$ cat config.mk
export PLATFORM = sky130hd
export DESIGN_NAME = lede_regs
export DESIGN_NICKNAME = d
export VERILOG_FILES = /design/src/lede_regs.v /design/src/lede_scan.v
export VERILOG_INCLUDE_DIRS = /design/src
export SDC_FILE = /design/constraint.sdc
export NUM_CORES = 1
export LEC_CHECK = 0
export ABC_AREA = 1
export BUFFER_PORTS_ARGS = -buffer_cell sky130_fd_sc_hd__buf_2
export CORE_ASPECT_RATIO = 0.6
export CORE_MARGIN = 10
export CORE_UTILIZATION = 60
export DETAILED_ROUTE_END_ITERATION = 8
export HOLD_SLACK_MARGIN = 0.1
export MAX_ROUTING_LAYER = met4
export PLACE_DENSITY = 0.86
export SYNTH_ARGS = -nofsm -noshare
export SYNTH_HDL_FRONTEND = slang
export SYNTH_SLANG_ARGS = --single-unit
export TNS_END_PERCENT = 5
$ cat constraint.sdc
create_clock -name aclk -period 8.9 [get_ports aclk]
set_input_delay 1.78 -clock aclk [delete_from_list [all_inputs] [get_ports aclk]]
set_output_delay 1.78 -clock aclk [all_outputs]
set_load 0.01 [all_outputs]
$ cat src/lede_map.vh
// Purpose: constants of the leading edge detector register file
// Assumes: register indices are the printed sub-offsets; byte address = index * 4
// Notes:   definitions only
`ifndef LEDE_MAP_VH
`define LEDE_MAP_VH

// ==========================================
// register indices (byte address is index shifted left by two)
`define LEDE_IDX_W 14
`define LEDE_IDX_THRESH 14'h0000
`define LEDE_IDX_CFG1 14'h0806
`define LEDE_IDX_PPINDX 14'h1000
`define LEDE_IDX_PPAMPL 14'h1002
`define LEDE_IDX_RXANTD 14'h1804
`define LEDE_IDX_CFG2 14'h1806
`define LEDE_IDX_REPC 14'h2804

// ==========================================
// threshold config fields
`define LEDE_NTM_LSB 0
`define LEDE_NTM_MSB 4
`define LEDE_PEAK_NOISE_MULTIPLIER_LSB 5
`define LEDE_PEAK_NOISE_MULTIPLIER_MSB 7

// ==========================================
// reset values
`define LEDE_CFG1_RST 8'h6c
`define LEDE_RXANTD_RST 16'h0000
`define LEDE_CFG2_RST 16'h0000
`define LEDE_REPC_RST 16'h0000
`define LEDE_STATUS_RST 16'h0000

// ==========================================
// bus responses
`define LEDE_RESP_OKAY 2'b00
`define LEDE_RESP_SLVERR 2'b10

`endif

$ cat src/lede_regs.v
// Purpose: leading edge detector register file with AXI4-Lite slave and timestamp adjust
// Assumes: accumulator samples and raw timestamp come from logic on aclk
// Notes:   byte address = sub-offset index * 4; 16-bit values use byte lanes 0 and 1
//
// Behaviour
// - detector scans accumulator response for first path, feeding timestamp and diagnostics
// - read-only 16-bit threshold report holds threshold used for first path search
// - threshold is derived from a noise estimate made during the scan
// - five-bit noise multiplier, low config bits, reset 12, scales noise level
// - three-bit peak multiplier, high config bits, reset 3 meaning 1.5
// - read-only 16-bit peak position, updated each analysis pass
// - read-only 16-bit peak magnitude at the reported position
// - read-write 16-bit receive antenna delay register
// - delay counts system time units of about 15.65 ps
// - adjusted stamp is raw minus antenna delay minus first path offset
`timescale 1ns/1ps
`include "lede_map.vh"

module lede_regs #(
  parameter IDX_W = 16,
  parameter MAG_W = 16,
  parameter NOISE_LOG2 = 4,
  parameter TS_W = 40,
  parameter [15:0] TAP_TICKS = 16'h0040
) (
  input wire aclk,
  input wire aresetn,
  input wire ce,
  // ==========================================
  // AXI4-Lite slave
  input wire [15:0] awaddr,
  input wire awvalid,
  output wire awready,
  input wire [31:0] wdata,
  input wire [3:0] wstrb,
  input wire wvalid,
  output wire wready,
  output reg [1:0] bresp,
  output reg bvalid,
  input wire bready,
  input wire [15:0] araddr,
  input wire arvalid,
  output wire arready,
  output reg [31:0] rdata,
  output reg [1:0] rresp,
  output reg rvalid,
  input wire rready,
  // ==========================================
  // accumulator stream and timestamps
  input wire acc_start,
  input wire acc_valid,
  input wire [MAG_W-1:0] acc_mag,
  input wire acc_last,
  input wire [TS_W-1:0] raw_receive_timestamp,
  output reg [TS_W-1:0] rx_stamp_ff,
  output reg rx_stamp_vld_ff,
  output reg [15:0] tuning_cfg_ff,
  output reg [15:0] replica_coef_ff
);
  // ==========================================
  // register state
  reg [7:0] thr_cfg_ff;
  reg [15:0] antd_ff;
  reg [15:0] thr_rpt_ff;
  reg [15:0] pk_pos_ff;
  reg [15:0] pk_mag_ff;
  reg [TS_W-1:0] raw_hold_ff;

  reg aw_held_ff;
  reg [15:0] awaddr_ff;
  reg w_held_ff;
  reg [31:0] wdata_ff;
  reg [3:0] wstrb_ff;

  wire scan_done;
  wire [MAG_W-1:0] scan_thr;
  wire [IDX_W-1:0] scan_fp;
  wire [IDX_W-1:0] scan_pi;
  wire [MAG_W-1:0] scan_pm;

  // ==========================================
  // detector core
  lede_scan #(
    .IDX_W(IDX_W),
    .MAG_W(MAG_W),
    .NOISE_LOG2(NOISE_LOG2)
  ) u_scan (
    .aclk(aclk),
    .aresetn(aresetn),
    .ce(ce),
    .noise_threshold_multiplier(thr_cfg_ff[`LEDE_NTM_MSB:`LEDE_NTM_LSB]),
    .peak_noise_multiplier(thr_cfg_ff[`LEDE_PEAK_NOISE_MULTIPLIER_MSB:`LEDE_PEAK_NOISE_MULTIPLIER_LSB]),
    .acc_start(acc_start),
    .acc_valid(acc_valid),
    .acc_mag(acc_mag),
    .acc_last(acc_last),
    .done_ff(scan_done),
    .thr_ff(scan_thr),
    .fp_idx_ff(scan_fp),
    .pk_idx_ff(scan_pi),
    .pk_mag_ff(scan_pm)
  );

  // ==========================================
  // timestamp adjustment
  // first path normally precedes the peak; a later one is treated as no offset
  wire [IDX_W-1:0] fp_gap = (scan_pi > scan_fp) ? (scan_pi - scan_fp) : {IDX_W{1'b0}};
  wire [IDX_W+15:0] gap_ticks = fp_gap * TAP_TICKS;
  wire [TS_W-1:0] antd_ext = {{(TS_W-16){1'b0}}, antd_ff};
  wire [TS_W-1:0] gap_ext = {{(TS_W-IDX_W-16){1'b0}}, gap_ticks};
  wire [TS_W-1:0] adj_stamp = raw_hold_ff - antd_ext - gap_ext;

  always @(posedge aclk) begin
    if (!aresetn) begin
      raw_hold_ff <= {TS_W{1'b0}};
      rx_stamp_ff <= {TS_W{1'b0}};
      rx_stamp_vld_ff <= 1'b0;
      thr_rpt_ff <= `LEDE_STATUS_RST;
      pk_pos_ff <= `LEDE_STATUS_RST;
      pk_mag_ff <= `LEDE_STATUS_RST;
    end else if (ce) begin
      rx_stamp_vld_ff <= 1'b0;
      // the raw stamp is taken when a frame's scan starts
      if (acc_start) begin
        raw_hold_ff <= raw_receive_timestamp;
      end
      if (scan_done) begin
        rx_stamp_ff <= adj_stamp;
        rx_stamp_vld_ff <= 1'b1;
        thr_rpt_ff <= scan_thr[15:0];
        pk_pos_ff <= scan_pi[15:0];
        pk_mag_ff <= scan_pm[15:0];
      end
    end
  end

  // ==========================================
  // write channel: address and data taken in either order
  assign awready = ce && !aw_held_ff && !bvalid;
  assign wready = ce && !w_held_ff && !bvalid;
  wire do_write = aw_held_ff && w_held_ff && !bvalid;
  wire [`LEDE_IDX_W-1:0] wr_idx = awaddr_ff[15:2];

  reg wr_hit;
  always @* begin
    case (wr_idx)
      `LEDE_IDX_CFG1: wr_hit = 1'b1;
      `LEDE_IDX_RXANTD: wr_hit = 1'b1;
      `LEDE_IDX_CFG2: wr_hit = 1'b1;
      `LEDE_IDX_REPC: wr_hit = 1'b1;
      default: wr_hit = 1'b0;
    endcase
  end

  always @(posedge aclk) begin
    if (!aresetn) begin
      aw_held_ff <= 1'b0;
      awaddr_ff <= 16'h0000;
      w_held_ff <= 1'b0;
      wdata_ff <= 32'h0000_0000;
      wstrb_ff <= 4'h0;
      bvalid <= 1'b0;
      bresp <= `LEDE_RESP_OKAY;
      thr_cfg_ff <= `LEDE_CFG1_RST;
      antd_ff <= `LEDE_RXANTD_RST;
      tuning_cfg_ff <= `LEDE_CFG2_RST;
      replica_coef_ff <= `LEDE_REPC_RST;
    end else if (ce) begin
      if (awvalid && awready) begin
        aw_held_ff <= 1'b1;
        awaddr_ff <= awaddr;
      end
      if (wvalid && wready) begin
        w_held_ff <= 1'b1;
        wdata_ff <= wdata;
        wstrb_ff <= wstrb;
      end
      if (bvalid && bready) begin
        bvalid <= 1'b0;
      end
      if (do_write) begin
        aw_held_ff <= 1'b0;
        w_held_ff <= 1'b0;
        bvalid <= 1'b1;
        // reserved and read-only locations keep their state
        bresp <= wr_hit ? `LEDE_RESP_OKAY : `LEDE_RESP_SLVERR;
        case (wr_idx)
          `LEDE_IDX_CFG1: begin
            // one octet only; upper lanes never reach neighbouring bytes
            if (wstrb_ff[0]) begin
              thr_cfg_ff <= wdata_ff[7:0];
            end
          end
          `LEDE_IDX_RXANTD: begin
            if (wstrb_ff[0]) begin
              antd_ff[7:0] <= wdata_ff[7:0];
            end
            if (wstrb_ff[1]) begin
              antd_ff[15:8] <= wdata_ff[15:8];
            end
          end
          `LEDE_IDX_CFG2: begin
            if (wstrb_ff[0]) begin
              tuning_cfg_ff[7:0] <= wdata_ff[7:0];
            end
            if (wstrb_ff[1]) begin
              tuning_cfg_ff[15:8] <= wdata_ff[15:8];
            end
          end
          `LEDE_IDX_REPC: begin
            if (wstrb_ff[0]) begin
              replica_coef_ff[7:0] <= wdata_ff[7:0];
            end
            if (wstrb_ff[1]) begin
              replica_coef_ff[15:8] <= wdata_ff[15:8];
            end
          end
          default: begin
            thr_cfg_ff <= thr_cfg_ff;
          end
        endcase
      end
    end
  end

  // ==========================================
  // read channel: one cycle from address to data
  assign arready = ce && !rvalid;
  wire [`LEDE_IDX_W-1:0] rd_idx = araddr[15:2];

  reg [31:0] rd_mux;
  reg rd_hit;
  always @* begin
    rd_mux = 32'h0000_0000;
    rd_hit = 1'b1;
    case (rd_idx)
      `LEDE_IDX_THRESH: rd_mux = {16'h0000, thr_rpt_ff};
      `LEDE_IDX_CFG1: rd_mux = {24'h000000, thr_cfg_ff};
      `LEDE_IDX_PPINDX: rd_mux = {16'h0000, pk_pos_ff};
      `LEDE_IDX_PPAMPL: rd_mux = {16'h0000, pk_mag_ff};
      `LEDE_IDX_RXANTD: rd_mux = {16'h0000, antd_ff};
      `LEDE_IDX_CFG2: rd_mux = {16'h0000, tuning_cfg_ff};
      `LEDE_IDX_REPC: rd_mux = {16'h0000, replica_coef_ff};
      default: rd_hit = 1'b0;
    endcase
  end

  always @(posedge aclk) begin
    if (!aresetn) begin
      rvalid <= 1'b0;
      rdata <= 32'h0000_0000;
      rresp <= `LEDE_RESP_OKAY;
    end else if (ce) begin
      if (arvalid && arready) begin
        rvalid <= 1'b1;
        rdata <= rd_mux;
        rresp <= rd_hit ? `LEDE_RESP_OKAY : `LEDE_RESP_SLVERR;
      end else if (rvalid && rready) begin
        rvalid <= 1'b0;
      end
    end
  end
endmodule

$ cat src/lede_scan.v
// Purpose: single pass scan of accumulator magnitudes for noise, threshold, first path and peak
// Assumes: samples arrive from logic on aclk, first NOISE_LEN samples are noise only
// Notes:   threshold is frozen once the noise window closes
`timescale 1ns/1ps
`include "lede_map.vh"

module lede_scan #(
  parameter IDX_W = 16,
  parameter MAG_W = 16,
  parameter NOISE_LOG2 = 4
) (
  input wire aclk,
  input wire aresetn,
  input wire ce,
  input wire [4:0] noise_threshold_multiplier,
  input wire [2:0] peak_noise_multiplier,
  input wire acc_start,
  input wire acc_valid,
  input wire [MAG_W-1:0] acc_mag,
  input wire acc_last,
  output reg done_ff,
  output reg [MAG_W-1:0] thr_ff,
  output reg [IDX_W-1:0] fp_idx_ff,
  output reg [IDX_W-1:0] pk_idx_ff,
  output reg [MAG_W-1:0] pk_mag_ff
);
  localparam [1:0] ST_IDLE = 2'd0;
  localparam [1:0] ST_NOISE = 2'd1;
  localparam [1:0] ST_SEARCH = 2'd2;
  localparam [31:0] NOISE_END_W = (1 << NOISE_LOG2) - 1;
  localparam [IDX_W-1:0] NOISE_END = NOISE_END_W[IDX_W-1:0];
  localparam SUM_W = MAG_W + NOISE_LOG2;

  reg [1:0] st_ff;
  reg [1:0] nxt_st;
  reg [IDX_W-1:0] idx_ff;
  reg [SUM_W-1:0] sum_ff;
  reg [MAG_W-1:0] nmax_ff;
  reg found_ff;
  reg [IDX_W-1:0] fp_ff;
  reg [IDX_W-1:0] pi_ff;
  reg [MAG_W-1:0] pm_ff;

  // ==========================================
  // threshold from the noise estimate
  wire [MAG_W-1:0] noise_avg = sum_ff[SUM_W-1:NOISE_LOG2];
  wire [MAG_W+4:0] thr_a = noise_threshold_multiplier * noise_avg;
  wire [MAG_W+2:0] thr_bp = nmax_ff * peak_noise_multiplier;
  // peak_noise_multiplier counts in halves, so 3 gives 1.5
  wire [MAG_W+2:0] thr_b = thr_bp >> 1;
  wire [MAG_W+4:0] thr_big = (thr_a > {2'b00, thr_b}) ? thr_a : {2'b00, thr_b};
  // saturate rather than wrap, a wrapped threshold would fire on noise
  wire [MAG_W-1:0] thr_cur = (|thr_big[MAG_W+4:MAG_W]) ? {MAG_W{1'b1}} : thr_big[MAG_W-1:0];

  wire take = acc_valid && (st_ff != ST_IDLE);
  wire pk_new = take && (acc_mag > pm_ff);
  wire [IDX_W-1:0] nxt_pi = pk_new ? idx_ff : pi_ff;
  wire [MAG_W-1:0] nxt_pm = pk_new ? acc_mag : pm_ff;
  wire fp_hit = take && (st_ff == ST_SEARCH) && !found_ff && (acc_mag >= thr_cur);

  // ==========================================
  // state sequencing
  always @* begin
    nxt_st = st_ff;
    case (st_ff)
      ST_IDLE: nxt_st = ST_IDLE;
      ST_NOISE: begin
        if (acc_valid && acc_last) begin
          nxt_st = ST_IDLE;
        end else if (acc_valid && idx_ff == NOISE_END) begin
          nxt_st = ST_SEARCH;
        end
      end
      ST_SEARCH: begin
        if (acc_valid && acc_last) begin
          nxt_st = ST_IDLE;
        end
      end
      default: nxt_st = ST_IDLE;
    endcase
    if (acc_start) begin
      nxt_st = ST_NOISE;
    end
  end

  always @(posedge aclk) begin
    if (!aresetn) begin
      st_ff <= ST_IDLE;
      idx_ff <= {IDX_W{1'b0}};
      sum_ff <= {SUM_W{1'b0}};
      nmax_ff <= {MAG_W{1'b0}};
      found_ff <= 1'b0;
      fp_ff <= {IDX_W{1'b0}};
      pi_ff <= {IDX_W{1'b0}};
      pm_ff <= {MAG_W{1'b0}};
      done_ff <= 1'b0;
      thr_ff <= {MAG_W{1'b0}};
      fp_idx_ff <= {IDX_W{1'b0}};
      pk_idx_ff <= {IDX_W{1'b0}};
      pk_mag_ff <= {MAG_W{1'b0}};
    end else if (ce) begin
      st_ff <= nxt_st;
      done_ff <= 1'b0;
      if (acc_start) begin
        idx_ff <= {IDX_W{1'b0}};
        sum_ff <= {SUM_W{1'b0}};
        nmax_ff <= {MAG_W{1'b0}};
        found_ff <= 1'b0;
        pi_ff <= {IDX_W{1'b0}};
        pm_ff <= {MAG_W{1'b0}};
      end else if (take) begin
        idx_ff <= idx_ff + {{(IDX_W-1){1'b0}}, 1'b1};
        pi_ff <= nxt_pi;
        pm_ff <= nxt_pm;
        if (st_ff == ST_NOISE) begin
          sum_ff <= sum_ff + {{NOISE_LOG2{1'b0}}, acc_mag};
          if (acc_mag > nmax_ff) begin
            nmax_ff <= acc_mag;
          end
        end
        if (fp_hit) begin
          found_ff <= 1'b1;
          fp_ff <= idx_ff;
        end
        if (acc_last) begin
          done_ff <= 1'b1;
          thr_ff <= thr_cur;
          pk_idx_ff <= nxt_pi;
          pk_mag_ff <= nxt_pm;
          // no crossing found: fall back to the peak itself
          fp_idx_ff <= fp_hit ? idx_ff : (found_ff ? fp_ff : nxt_pi);
        end
      end
    end
  end
endmodule

==> impl_metrics.py <==
metrics = {
    "floorplanning": {
        "core_area_um2": 41900,
        "num_io_pins": 249,
        "initial_core_util": 0.608,
        "die_height_um": 180,
        "overall_die_area_um2": 51500,
        "floorplan.die.width_um": 286,
        "rows": 58,
    },
    "layout": {
        "areaGrowthSynthToFinish_pct": 10.2,
        "final_cell_count_no_fill": 4431,
        "finalCoreUtilization": 0.670,
        "fill_cells": 3620,
        "drive_gt1_frac": 0.0850,
        "nNetsFinal": 4214,
        "reg.largest.list": "raw_hold_ff: 40 flops, rx_stamp_ff: 40 flops, u_scan.sum_ff: 20 flops",
        "finish.instance_area_um2": 28100,
    },
    "setup_path": {
        "cp-end-kind": "register",
        "crit_required_ps": 9380,
        "criticalPathCategory": "register to register",
        "crit_path_start_kind": "register",
        "worst_path_max_delay_cell": "sky130_fd_sc_hd__dfxtp_1",
        "crit_path_max_fanout": 29,
        "critPathMaxStageDelay_ps": 610,
        "timing.critical_path.arrival_ps": 8700,
        "most_repeated_library_cell_on_the_critical_path": "sky130_fd_sc_hd__nand2_1",
    },
    "clocking": {
        "clock_sink_total": 407,
        "cts_tree": "yes",
        "cts.clk_slew.worst_paths_ps": 70,
        "hold_buffers": 0,
        "clock_latency_ps": 560,
        "clock_tree.root_cell": "sky130_fd_sc_hd__clkbuf_16",
        "cts-buffers-inserted": 38,
        "cts_max_level": 2,
        "cts_buffer_depth": 3,
    },
    "placement": {
        "cells_after_dpl": 4359,
        "placedInstanceArea_um2": 26800,
        "post-place-ws_ps": 656,
        "place.detailed.hpwl_um": 60300,
        "port_buffers": 208,
        "gp_routability_congestion": 0.995,
    },
    "synthesis": {
        "postSynthAreaPerCell_um2": 6.88,
        "asyncSetResetFlopFracSynth": 0,
        "dominantRegCellSynth": "sky130_fd_sc_hd__dfxtp_1",
        "postSynthCellCount": 3707,
        "seq_area_frac_synth": 0.319,
        "synth.distinct_cells": 50,
        "netlist_top_cells_area": "sky130_fd_sc_hd__dfxtp_1 32%, sky130_fd_sc_hd__nand2_1 11%, sky130_fd_sc_hd__ha_1 8.8%, sky130_fd_sc_hd__inv_1 8.7%, sky130_fd_sc_hd__a21oi_1 8.1%",
        "number_of_register_bits_inferred_by_synthesis": 407,
        "synth_largest_type_area_fraction": 0.319,
        "post_synth_instance_area_um2": 25500,
        "synth-edff-count": 0,
        "ys.warnings.count": 0,
        "yosysTopAreaCell": "sky130_fd_sc_hd__dfxtp_1",
    },
    "routing": {
        "post_drt_wl_per_cell_um": 18.0,
        "drt-vias-per-instance": 5.72,
        "detail_route.first_pass.iterations": 7,
        "antenna_violating_nets_post_route": 0,
        "detail_route.iter0.violations": 3348,
        "remaining_drc_errors": 0,
        "routed-via-count": 25346,
        "finalWirelength_um": 79700,
    },
    "outcome": {
        "outcome": "completed",
    },
    "timing": {
        "timing.slew.headroom": 0.214,
        "tightestPinTransition_ps": 1170,
        "postLayoutSetupSlackWorst_ps": 681,
        "timing.fmax_ghz": 0.122,
        "unrepaired_setup_endpoints_after_global_routing": "no",
        "worst_hold_slack_after_final_layout_ps": 458,
        "setup_tns_ps": 0,
        "period_share": 0.924,
        "timing.final.crit_period_ps": 8220,
        "final_max_slew_viol_count": 0,
        "hold_viol_final": 0,
        "finClkSkew_ps": 25.7,
        "finalSetupViolations": 0,
    },
    "power_and_ir_drop": {
        "power_density_nw_per_um2": 146,
        "highest_ir_drop_seen_on_vdd_uv": 93.4,
        "cellLeakagePower_nw": 13.8,
        "post_layout_total_power_mw": 4.09,
    },
    "global_routing": {
        "grt.total_usage": 0.306,
        "grt_first_pass_wirelength_um": 125000,
        "globalRoute.totalOverflow": 0,
        "first_global_vias": 22602,
        "antenna_violations_before_repair": 4,
        "grt_start_max_net_pins": 133,
    },
    "worst_hold_path": {
        "worstHoldPathType": "register to register",
    },
    "run": {
        "max_cap_violations": 0,
    },
}
## cell families (layout without fill, tap and decap cells)
family          Yosys count  after routing  share of synthesized area
buf+inv                 775            908                      0.118
simple gates           1286           1286                      0.204
compound gates          938            938                      0.198
fa+ha+maj               250            250                      0.143
xor+xnor                 50             50                     0.0172
other cells               1             22                   0.000147
flops                   407            407                      0.319
## power by group
part           internal (mW)  switching, mW
Combinational          0.165          0.350
Clock                  0.960          0.739
Sequential              1.85         0.0272
## metal layers
metal	global-route usage	vias to the layer above	share of wire
li1	-	12166	-
met1	0.450	11544	0.45
met2	0.399	1505	0.38
met3	0.0971	131	0.15
met4	0.0596	0	0.019
met5	-	-	0
## cells in the mapped netlist (9+ instances only)
| cell | instances |
|---|---|
| sky130_fd_sc_hd__xor2_1 | 33 |
| sky130_fd_sc_hd__nor4_1 | 12 |
| sky130_fd_sc_hd__clkbuf_1 | 138 |
| sky130_fd_sc_hd__o22ai_1 | 44 |
| sky130_fd_sc_hd__dfxtp_1 | 407 |
| sky130_fd_sc_hd__nand3_1 | 130 |
| sky130_fd_sc_hd__fa_1 | 70 |
| sky130_fd_sc_hd__buf_4 | 18 |
| sky130_fd_sc_hd__o21bai_1 | 41 |
| sky130_fd_sc_hd__nand4_1 | 22 |
| sky130_fd_sc_hd__and2_1 | 9 |
| sky130_fd_sc_hd__o211ai_1 | 11 |
| sky130_fd_sc_hd__o21a_1 | 20 |
| sky130_fd_sc_hd__buf_1 | 9 |
| sky130_fd_sc_hd__inv_1 | 592 |
| sky130_fd_sc_hd__nor2_1 | 329 |
| sky130_fd_sc_hd__o21ai_0 | 362 |
| sky130_fd_sc_hd__a21oi_1 | 412 |
| sky130_fd_sc_hd__a31oi_1 | 9 |
| sky130_fd_sc_hd__ha_1 | 180 |
| sky130_fd_sc_hd__nor3_1 | 27 |
| sky130_fd_sc_hd__o31ai_1 | 12 |
| sky130_fd_sc_hd__nand2_1 | 733 |
| sky130_fd_sc_hd__xnor2_1 | 17 |
## final timing paths
kind / start / end / slack [ps] / cells after the start
worst max-delay path: u_scan.sum_ff[7] / u_scan.fp_ff[3] / 680 / 38
worst min-delay path: pk_pos_ff[5] / pk_pos_ff[5] / 460 / 2
worst max register to register: u_scan.sum_ff[7] / u_scan.fp_ff[3] / 680 / 38
worst min register to register: pk_pos_ff[5] / pk_pos_ff[5] / 460 / 2
## cell usage in the layout (no fill, tap or decap), drive strengths merged, types with 22 or more instances in the layout
master and instances:
fa 70, nand4 22, clkbuf 51, o21bai 41, xor2 33, buf 238
ha 180, o22ai 44, inv 598, nand3 134, nand2 737, nor3 27
nor2 330, o21ai 363, dfxtp 407, a21oi 414
## cell type report
class	instances	area, um^2	area share
Tap cell	570	713	0.0254
Multi-Input combinational cell	2542	14400	0.514
Clock inverter	17	213	0.00756
Timing Repair Buffer	238	1270	0.0452
Clock buffer	51	1060	0.0377
Sequential cell	407	8150	0.290
Inverter	602	2260	0.0804
Antenna cell	4	10.0	0.000356
## worst max-delay path, delay by kind of cell (launching register included)
| family | cells | cell delay, ps |
|---|---|---|
| simple gates | 18 | 3320 |
| buf+inv | 7 | 550 |
| xor+xnor | 1 | 280 |
| flops | 1 | 610 |
| fa+ha+maj | 6 | 2420 |
| compound gates | 6 | 950 |
## repair_timing
action                     CTS  global route
gates resized for setup      0             3
setup endpoints to repair    0            26
setup buffers                0             0
No activity file was read; power rests on OpenSTA's default activity.
